--- src/include/scp_consts.svh ---
// Constants of the serial command port: argument codes, counts and sizes.
`ifndef SCP_CONSTS_SVH
`define SCP_CONSTS_SVH

// Fixed argument carried by both buffer instructions
`define SCP_ARG_BUFFER 5'h1a
// Fixed argument carried by the soft reset instruction
`define SCP_ARG_SRESET 5'h1f
// Bit count value of the last bit of a byte
`define SCP_BIT_LAST 3'h7
// Value driven in place of data during the filler byte
`define SCP_FILL_BYTE 8'h00
// Width and depth of the buffer write queue
`define SCP_FIFO_WIDTH 8
`define SCP_FIFO_DEPTH 16
// Level of the select line while idle, also its value out of reset
`define SCP_CS_IDLE 1'b1

`endif

--- src/include/scp_pkg.sv ---
// Types shared by the serial command port and its checker.
package scp_pkg;

    // Instruction opcodes, upper three bits of the first byte
    typedef enum logic [2:0] {
        read_reg_cmd     = 3'h0,
        read_buffer_cmd  = 3'h1,
        write_reg_cmd    = 3'h2,
        write_buffer_cmd = 3'h3,
        bit_set_cmd      = 3'h4,
        bit_clear_cmd    = 3'h5,
        scp_unused_cmd   = 3'h6,
        soft_reset_cmd   = 3'h7
    } scp_cmd_e;

    // Frame sequencer, one-hot
    typedef enum logic [2:0] {
        st_idle = 3'b001,
        st_head = 3'b010,
        st_body = 3'b100
    } scp_state_e;

endpackage

--- src/scp_fifo.sv ---
// Flop-based queue with valid/ready on both sides and registered flags.
`timescale 1ns/1ps
module scp_fifo #(
    parameter int WIDTH = 8,
    parameter int DEPTH = 16
) (
    // Clock and reset
    input  wire logic             mclk,
    input  wire logic             resetn,
    // Fill side
    input  wire logic             in_valid,
    output logic                  in_ready,
    input  wire logic [WIDTH-1:0] in_data,
    // Drain side
    output logic                  out_valid,
    input  wire logic             out_ready,
    output logic [WIDTH-1:0]      out_data
);
    localparam int AW = (DEPTH > 1) ? $clog2(DEPTH) : 1;
    localparam int CW = $clog2(DEPTH + 1);
    localparam logic [CW-1:0] FULL_CNT = CW'(DEPTH);

    typedef struct packed {
        logic [DEPTH-1:0][WIDTH-1:0] mem;
        logic [AW-1:0]               wr_idx;
        logic [AW-1:0]               rd_idx;
        logic [CW-1:0]               cnt;
        logic                        full;
        logic                        vld;
        logic [WIDTH-1:0]            dout;
    } scp_fifo_st_s;

    scp_fifo_st_s r_r;
    scp_fifo_st_s r_nxt;
    logic         push;
    logic         pop;

    // Flags and head word are recomputed from next state so ports stay registered
    always_comb begin
        r_nxt = r_r;
        push  = in_valid && !r_r.full;
        pop   = r_r.vld && out_ready;
        if (push) begin
            r_nxt.mem[r_r.wr_idx] = in_data;
            r_nxt.wr_idx          = AW'(r_r.wr_idx + 1'b1);
        end
        if (pop) begin
            r_nxt.rd_idx = AW'(r_r.rd_idx + 1'b1);
        end
        r_nxt.cnt  = CW'(r_r.cnt + CW'(push) - CW'(pop));
        r_nxt.full = (r_nxt.cnt == FULL_CNT);
        r_nxt.vld  = (r_nxt.cnt != '0);
        r_nxt.dout = r_nxt.mem[r_nxt.rd_idx];
    end

    // State register
    always_ff @(posedge mclk) begin
        if (!resetn) begin
            r_r <= '0;
        end else begin
            r_r <= r_nxt;
        end
    end

    // A full queue refuses; the writer must hold its word
    assign in_ready  = !r_r.full;
    assign out_valid = r_r.vld;
    assign out_data  = r_r.dout;
endmodule

--- src/scp_spi_port.sv ---
// Serial command front end: mode 0 shifter, instruction decoder, read framing.
`timescale 1ns/1ps
`include "scp_consts.svh"
module scp_spi_port #(
    parameter int FIFO_WIDTH = `SCP_FIFO_WIDTH,
    parameter int FIFO_DEPTH = `SCP_FIFO_DEPTH
) (
    // Clock and reset
    input  wire logic             mclk,
    input  wire logic             resetn,
    // Serial pins, asynchronous to mclk
    input  wire logic             sck,
    input  wire logic             cs_n,
    input  wire logic             si,
    output logic                  so,
    output logic                  so_oe,
    // Register read path to the core
    output logic                  reg_rd_req,
    output logic [4:0]            reg_addr,
    input  wire logic [7:0]       reg_rd_data,
    input  wire logic             reg_rd_slow,
    // Buffer read path to the core
    output logic                  buf_rd_req,
    input  wire logic [7:0]       buf_rd_data,
    // Register write, set and clear path to the core
    output logic                  wr_req,
    output scp_pkg::scp_cmd_e     wr_op,
    output logic [4:0]            wr_addr,
    output logic [7:0]            wr_data,
    // Buffer write stream to the core
    output logic                  buf_wr_valid,
    input  wire logic             buf_wr_ready,
    output logic [FIFO_WIDTH-1:0] buf_wr_data,
    output logic                  buf_wr_overrun,
    // Soft reset request
    output logic                  soft_reset
);
    import scp_pkg::*;

    typedef struct packed {
        // Synchronisers; stage one feeds stage two only
        logic       sck_s1;
        logic       sck_s2;
        logic       sck_d;
        logic       cs_s1;
        logic       cs_s2;
        logic       cs_d;
        logic       si_s1;
        logic       si_s2;
        // Frame state
        scp_state_e st;
        logic [2:0] bit_cnt;
        logic [7:0] rx_sh;
        scp_cmd_e   op;
        logic [4:0] arg;
        // Read side
        logic       reading;
        logic       fetch_wait;
        logic       first_rsp;
        logic [7:0] tx_next;
        logic [7:0] tx_sh;
        logic       so;
        logic       so_oe;
        // Core side
        logic       reg_rd_req;
        logic [4:0] reg_addr;
        logic       buf_rd_req;
        logic       wr_req;
        scp_cmd_e   wr_op;
        logic [4:0] wr_addr;
        logic [7:0] wr_data;
        logic       soft_reset;
        // Buffer write holding stage
        logic       bw_pend;
        logic [7:0] bw_byte;
        logic       bw_ovr;
    } scp_port_s;

    scp_port_s r_r;
    scp_port_s r_nxt;

    logic                  fifo_in_ready;
    logic                  sck_rise;
    logic                  sck_fall;
    logic                  cs_rise;
    logic                  selected;
    logic [7:0]            byte_in;

    // True for opcodes whose first byte is followed by host data
    function automatic logic carries_data(input scp_cmd_e op);
        carries_data = (op == write_reg_cmd) || (op == write_buffer_cmd) ||
                       (op == bit_set_cmd) || (op == bit_clear_cmd);
    endfunction

    // Edge detection looks only at stage two and its delayed copy
    assign sck_rise = r_r.sck_s2 && !r_r.sck_d;
    assign sck_fall = !r_r.sck_s2 && r_r.sck_d;
    assign cs_rise  = r_r.cs_s2 && !r_r.cs_d;
    assign selected = !r_r.cs_s2;
    assign byte_in  = {r_r.rx_sh[6:0], r_r.si_s2};

    always_comb begin
        r_nxt = r_r;

        // Core strobes are single-cycle pulses
        r_nxt.reg_rd_req = 1'b0;
        r_nxt.buf_rd_req = 1'b0;
        r_nxt.wr_req     = 1'b0;
        r_nxt.soft_reset = 1'b0;

        // Pin synchronisers
        r_nxt.sck_s1 = sck;
        r_nxt.sck_s2 = r_r.sck_s1;
        r_nxt.sck_d  = r_r.sck_s2;
        r_nxt.cs_s1  = cs_n;
        r_nxt.cs_s2  = r_r.cs_s1;
        r_nxt.cs_d   = r_r.cs_s2;
        r_nxt.si_s1  = si;
        r_nxt.si_s2  = r_r.si_s1;

        // A registered core answers one cycle after the strobe, so skip the strobe cycle
        if (r_r.fetch_wait && !r_r.reg_rd_req && !r_r.buf_rd_req) begin
            r_nxt.fetch_wait = 1'b0;
            r_nxt.first_rsp  = 1'b0;
            if (r_r.op == read_buffer_cmd) begin
                r_nxt.tx_next = buf_rd_data;
            end else if (r_r.first_rsp && reg_rd_slow) begin
                r_nxt.tx_next = `SCP_FILL_BYTE;
            end else begin
                r_nxt.tx_next = reg_rd_data;
            end
        end

        // Holding stage drains into the queue whenever it has room
        if (r_r.bw_pend && fifo_in_ready) begin
            r_nxt.bw_pend = 1'b0;
        end

        if (cs_rise || !selected) begin
            // Deselect ends every command and frees the output
            r_nxt.st      = st_idle;
            r_nxt.bit_cnt = 3'h0;
            r_nxt.rx_sh   = 8'h00;
            r_nxt.reading = 1'b0;
            r_nxt.so      = 1'b0;
            r_nxt.so_oe   = 1'b0;
        end else if (r_r.st == st_idle) begin
            // Select went low: the next bits form an opcode byte
            r_nxt.st = st_head;
        end else if (sck_rise) begin
            // Shift in on rising edges
            r_nxt.rx_sh   = byte_in;
            r_nxt.bit_cnt = 3'(r_r.bit_cnt + 3'h1);
            if (r_r.bit_cnt == `SCP_BIT_LAST) begin
                if (r_r.st == st_head) begin
                    // Opcode byte: split and decode
                    r_nxt.op  = scp_cmd_e'(byte_in[7:5]);
                    r_nxt.arg = byte_in[4:0];
                    r_nxt.st  = st_body;
                    case (scp_cmd_e'(byte_in[7:5]))
                        read_reg_cmd: begin
                            // Address is passed as is; bank select lives in the core
                            r_nxt.reg_addr   = byte_in[4:0];
                            r_nxt.reg_rd_req = 1'b1;
                            r_nxt.fetch_wait = 1'b1;
                            r_nxt.first_rsp  = 1'b1;
                            r_nxt.reading    = 1'b1;
                        end
                        read_buffer_cmd: begin
                            if (byte_in[4:0] == `SCP_ARG_BUFFER) begin
                                r_nxt.buf_rd_req = 1'b1;
                                r_nxt.fetch_wait = 1'b1;
                                r_nxt.reading    = 1'b1;
                            end
                        end
                        soft_reset_cmd: begin
                            if (byte_in[4:0] == `SCP_ARG_SRESET) begin
                                r_nxt.soft_reset = 1'b1;
                            end
                        end
                        default: begin
                            // Data-carrying and unused codes wait for body bytes
                        end
                    endcase
                end else begin
                    // Body byte
                    if (r_r.op == read_reg_cmd) begin
                        // Further clocks repeat the same register
                        r_nxt.reg_rd_req = 1'b1;
                        r_nxt.fetch_wait = 1'b1;
                    end else if (r_r.reading) begin
                        r_nxt.buf_rd_req = 1'b1;
                        r_nxt.fetch_wait = 1'b1;
                    end else if (carries_data(r_r.op)) begin
                        if (r_r.op != write_buffer_cmd) begin
                            // Only a complete byte acts; a cut byte is dropped
                            r_nxt.wr_req  = 1'b1;
                            r_nxt.wr_op   = r_r.op;
                            r_nxt.wr_addr = r_r.arg;
                            r_nxt.wr_data = byte_in;
                        end else if (r_r.arg == `SCP_ARG_BUFFER) begin
                            // The host cannot be stalled: a byte with no room is lost
                            if (r_nxt.bw_pend) begin
                                r_nxt.bw_ovr = 1'b1;
                            end else begin
                                r_nxt.bw_pend = 1'b1;
                                r_nxt.bw_byte = byte_in;
                            end
                        end
                    end
                end
            end
        end else if (sck_fall && r_r.reading) begin
            // Shift out on falling edges, so the host samples on the next rise
            if (r_r.bit_cnt == 3'h0) begin
                r_nxt.tx_sh = r_r.tx_next;
                r_nxt.so    = r_r.tx_next[7];
                r_nxt.so_oe = 1'b1;
            end else begin
                r_nxt.tx_sh = {r_r.tx_sh[6:0], 1'b0};
                r_nxt.so    = r_r.tx_sh[6];
            end
        end
    end

    // Single state register; select lines reset to idle level
    always_ff @(posedge mclk) begin
        if (!resetn) begin
            r_r       <= '0;
            r_r.st    <= st_idle;
            r_r.op    <= read_reg_cmd;
            r_r.wr_op <= read_reg_cmd;
            r_r.cs_s1 <= `SCP_CS_IDLE;
            r_r.cs_s2 <= `SCP_CS_IDLE;
            r_r.cs_d  <= `SCP_CS_IDLE;
        end else begin
            r_r <= r_nxt;
        end
    end

    // Buffer write queue between the shifter and the core
    scp_fifo #(
        .WIDTH (FIFO_WIDTH),
        .DEPTH (FIFO_DEPTH)
    ) u_bw_fifo (
        .mclk      (mclk),
        .resetn    (resetn),
        .in_valid  (r_r.bw_pend),
        .in_ready  (fifo_in_ready),
        .in_data   (FIFO_WIDTH'(r_r.bw_byte)),
        .out_valid (buf_wr_valid),
        .out_ready (buf_wr_ready),
        .out_data  (buf_wr_data)
    );

    // Outputs come straight from state flops
    assign so             = r_r.so;
    assign so_oe          = r_r.so_oe;
    assign reg_rd_req     = r_r.reg_rd_req;
    assign reg_addr       = r_r.reg_addr;
    assign buf_rd_req     = r_r.buf_rd_req;
    assign wr_req         = r_r.wr_req;
    assign wr_op          = r_r.wr_op;
    assign wr_addr        = r_r.wr_addr;
    assign wr_data        = r_r.wr_data;
    assign buf_wr_overrun = r_r.bw_ovr;
    assign soft_reset     = r_r.soft_reset;
endmodule

--- config.mk ---
export PLATFORM = sky130hd
export DESIGN_NAME = scp_spi_port
export DESIGN_NICKNAME = d
export VERILOG_FILES = /design/src/include/scp_pkg.sv /design/src/scp_fifo.sv /design/src/scp_spi_port.sv
export VERILOG_INCLUDE_DIRS = /design/src /design/src/include
export SDC_FILE = /design/constraint.sdc
export NUM_CORES = 1
export LEC_CHECK = 0
export BUFFER_PORTS_ARGS = -buffer_cell sky130_fd_sc_hd__buf_4
export CAP_MARGIN = 10
export CORE_MARGIN = 2
export CORE_UTILIZATION = 30
export DETAILED_ROUTE_END_ITERATION = 12
export SLEW_MARGIN = 10
export SYNTH_ARGS = -nofsm -noshare
export SYNTH_HDL_FRONTEND = slang
export SYNTH_HIERARCHICAL = 1
export SYNTH_SLANG_ARGS = --single-unit
--- constraint.sdc ---
create_clock -name mclk -period 2.95 [get_ports mclk]
set_input_delay 0.295 -clock mclk [delete_from_list [all_inputs] [get_ports mclk]]
set_output_delay 0.295 -clock mclk [all_outputs]
set_load 0.01 [all_outputs]
# == Word level (Yosys, flattened, before mapping) ==
# Cells that the tools add are included.
# word_totals
input_bits,23
elab_cells,186
out_inout_bits,37
ff_bits,237
# classes
n_eq_ne,16
muxes,51
n_addsub,5
bitwise_logic,12
n_reduce_logical,45
magnitude_cmp,3
# op_table
operator,n
$mux W132,1
$bwmux W128,1
$mux W10,11
$mux W17,3
$mux W8,5
$bmux W8 S4,1
$demux W8 S4,1
$mux W24,1
$reduce_and A11 Y1,2
$eq A5 B5 Y1 const B,4
$mux W18,1
$mux W9,2
$mux W1,14
$eq A3 B3 Y1 const B,4
$mux W2,6
$not A1 Y1,12
$reduce_and A6 Y1,2
$mux W11,1
$logic_and A1 B1 Y1,10
$lt A4 B5 Y1 const B,2
$eq A3 B1 Y1 const B,3
$eq A3 B2 Y1 const B,3
$logic_not A3 Y1,3
$reduce_and A3 Y1,3
23 further kinds,36

# == Depth between registers and ports, before layout ==
# depth
ltp_word,14
ltp_mapped,15
depth_no_buf,12

# == Cells and area by module ==
# Netlist, hierarchy kept.
# by_module_without_submodules
module,seq_area_each_um2,n_inst,cells_each,area_per_inst_um2
scp_fifo,3022.9,1,947,7312.0
scp_spi_port,1661.6,1,383,3502.1

# == Worst setup path before layout ==
# OpenSTA, ideal clock, no wires.
# synth_path
path_kind,reg-to-reg
from,"reg, netlist name r_r[9]"
to,reg u_bw_fifo.r_r (netlist bit u_bw_fifo/out_valid)
path_stages_with_launch,14
t_required_ns,2.835
arrival_time_ns,2.675
setup_time_ns,0.115
path_buffers,3
synth_period_minus_slack_ns,2.790
path_slack_ns,0.160
path_cell_list,dfxtp_1 -> buf_2 -> nor2b_1 -> buf_2 -> buf_4 -> or2_2 -> nand2_1 -> ha_1 -> inv_1 -> fa_1 -> xnor2_1 -> or4b_2 -> nand2_1 -> nand2_1
# synth_lines
item,line,text
end signal: assignment,scp_fifo.sv:61,r_r <= r_nxt;
end: declaration,scp_fifo.sv:33,scp_fifo_st_s r_r;

# == Final worst setup path ==
# layout_path
from,reg u_bw_fifo/r_r[19] in the netlist's numbering
to,reg u_bw_fifo.r_r (netlist bit u_bw_fifo/out_data[3])
# layout_between
elab_chain_len,8
# layout_lines
item,line,text
$lt A4 B5 Y1 (not written as such) / $ge A4 B1 Y1 (equally long branches),scp_fifo.sv:44,r_nxt.mem[r_r.wr_idx] = in_data;
$logic_and A1 B1 Y1 (not written as such),scp_fifo.sv:44,
$mux W8 (not written as such),scp_fifo.sv:44,
$demux W8 S4 (*),--,
$bwmux W128 (*),scp_fifo.sv:44,
$mux W132 (*),scp_fifo.sv:43,if (push) begin
$bmux W8 S4 (*),scp_fifo.sv:53,r_nxt.dout = r_nxt.mem[r_nxt.rd_idx];
$mux W8 (not written as such) (*),scp_fifo.sv:53,
# Mark *: on every way between the ends. The rest lies on a longest branch, timed or not. The select of a mux whose other input is x is not followed.
# A chain may end at the register's enable or synchronous reset.

==> run metrics <==
Min Hold Slack 0.0413 ns; Synth area leaders dfxtp_1, nand2_1, a21oi_1, mux2i_1, nor2_1; final core utilization 0.351; unique cell type count in the Yosys netlist 75; Total Neg Setup Slack 0 ns; syn_nets 1366; slew margin rel. 0.298; Hold Vio Cnt, Final 0; status finished, final reports clean; Crit Path Class reg2reg; Fmax 343 MHz; most common cell in the synthesized netlist nand2_1; vias in the first global route 8799; VDD IR max 0.000510 V; Crit. End Element register; min cycle time layout 2.91 ns; worst path cell trace ha_1, nand3b_1, o22ai_2, o22ai_1, a211o_1, a31o_1, a221oi_1; Final Skew 0.0307 ns; Reg clk slew, reported paths 0.07 ns; slowest CP cell o22ai_2; mean post-synth cell area 8.13 µm²; Final Non-Filler Cells 1837; Root Buffer clkbuf_16; PD cells 653 nW/µm²; row count 69; layout cells sized above 1 0.139; # H-tree levels 1; final wirelength 31600 µm; CP Data Arrival Time 3.31 ns; Yosys top cell area share 0.433; final setup vio count 0; Total Routing Usage GR 0.161; Die Ht 194 µm; leakage power 4.42 nW; Via Count 9601; clk buf depth 3; Worst Path Required 3.34 ns; worst hold path class in2reg; Ys Warns 6; Skew-Pair Late Insertion Delay 0.55 ns; Post-Place Cells 1792; TritonCTS Buffers 24; Initial Utilization 0.304; Congestion Overflow GR 0; antenna cells 0; DIE AREA 37600 µm²; wire length per cell 17.2 µm; RSZ-0062 raised after global routing false; Layout area overhead 15.4%; nets 1396; Place WS 0.153 ns; DRC Markers 0; sequential area share after synthesis 0.433; setup bufs post-CTS 0; Synth Flop Type dfxtp_1; Max Slew Vio Count 0; routability cong. 0.884; global-route wire length before repair 49300 µm; fillers 3686; DR pass1 iterations 7; post-DR vias/cell 5.23; WP buf/inv 0; CTS tree built; HPWL after detailed placement 21400 µm; largest net degree at the start of global routing 138; cell taking the most area after synthesis dfxtp_1; core area 35600 µm²; final setup margin 0.0362 ns; worst slew pin tran 1.05 ns; period utilisation layout 0.988; crit path max fanout 8; First DRT Iteration DRCs 901; post-route antenna net violation count 0; I/O pins 60; initial antenna violation count 0; Post-synth EDFFs 0; die width 194 µm; cells after synthesis 1330; Mapped Area 10800 µm²; Commonest cells post-synth nand2_1, dfxtp_1, a21oi_1; CP top delay family compound AO/OA/AOI/OAI gates; I/O Buffers 59; Post-synth ARST share 0; Yosys reg bits 234; CTS sink cnt 234; CP peak stage delay 0.46 ns; Max-Cap Viols 0; CP startpoint kind register
==> stage by stage <==
stage,instance area [µm²],power [W]
global route,12500,0.00847
detailed placement,11700,0.00512
global placement,11700,0.00511
CTS,12500,0.00818
floorplan,10800,0.00462
finish,12500,0.00815
==> cell type report <==
type	instances	area (µm²)	area share
clock buffer	35	713	0.0572
clock inverter	7	62.6	0.00501
inverter	19	72.6	0.00582
multi-input combinational	967	5490	0.440
sequential	234	4680	0.375
tap	461	577	0.0462
timing repair buffer	114	876	0.0702
==> cells by family after synthesis <==
group | after synthesis | share of synthesized area
XOR/XNOR | 12 | 0.00972
AO/OA/AOI/OAI | 325 | 0.189
flip-flops | 234 | 0.433
multiplexers | 63 | 0.0653
AND/OR/NAND/NOR | 554 | 0.226
adder cells (fa/ha/maj) | 13 | 0.0157
buffers and inverters | 129 | 0.0605
==> state kept, by name, summed over array words and instances (netlist names), 3 cells and up <==
signal / flops
u_bw_fifo/r_r: 142
r_r: 42
byte_in: 8
u_bw_fifo/out_data: 8
wr_data: 8
r_nxt: 5
reg_addr: 5
wr_addr: 5
wr_op: 3
==> report_power, final <==
part | switching, W | leakage, nW | internal, W | total [W]
clock network | 0.00129 | 0.384 | 0.00176 | 0.00304
registers | 0.0000773 | 1.89 | 0.00324 | 0.00332
logic | 0.00106 | 2.15 | 0.000726 | 0.00179
==> timing repair <==
action                                 CTS  global route
hold buffers                             3             0
setup endpoints to repair                0             3
endpoints found under the hold margin    3             0
gates resized for setup                  0             3
==> worst paths after layout <==
kind,startpoint,end,slack [ns],cells past startpoint
hold reg to reg,r_nxt[81]$_SDFF_PN1_,r_nxt[80]$_SDFF_PN1_,0.41,1
setup reg to reg,u_bw_fifo/r_r[19]$_SDFFE_PN0N_,u_bw_fifo/out_data[3]$_SDFF_PN0_,0.04,7
setup / recovery,u_bw_fifo/r_r[19]$_SDFFE_PN0N_,u_bw_fifo/out_data[3]$_SDFF_PN0_,0.04,7
hold / removal,buf_rd_data[2],r_r[47]$_SDFFE_PN0P_,0.04,3
==> metal layers <==
layer,GRT usage,up-vias,wire length (µm)
li1,-,4683,-
met1,0.227,4514,14500
met2,0.239,341,13700
met3,0.0433,63,2570
met4,0.0471,0,846
met5,0,-,0
==> layout by cell type (no fill, tap or decap), types with 12 or more instances in the layout <==
master     instances
a21oi_1          149
o221ai_1          18
a211oi_1          12
mux2i_1           54
nand2_1          320
nor3_1            31
nand4_1           12
buf_4            110
dfxtp_1          234
ha_1              12
nor2_1           100
inv_1             17
clkbuf_16         25
o21ai_0           22
o22ai_1           55
nand3_1           22
==> tightest hold or removal path, stage by stage <==
cell	delay (ns)
buf_4	0.11
nand2_1	0.04
a311oi_1	0.07
Note: power is estimated with default switching activity, not from simulation.
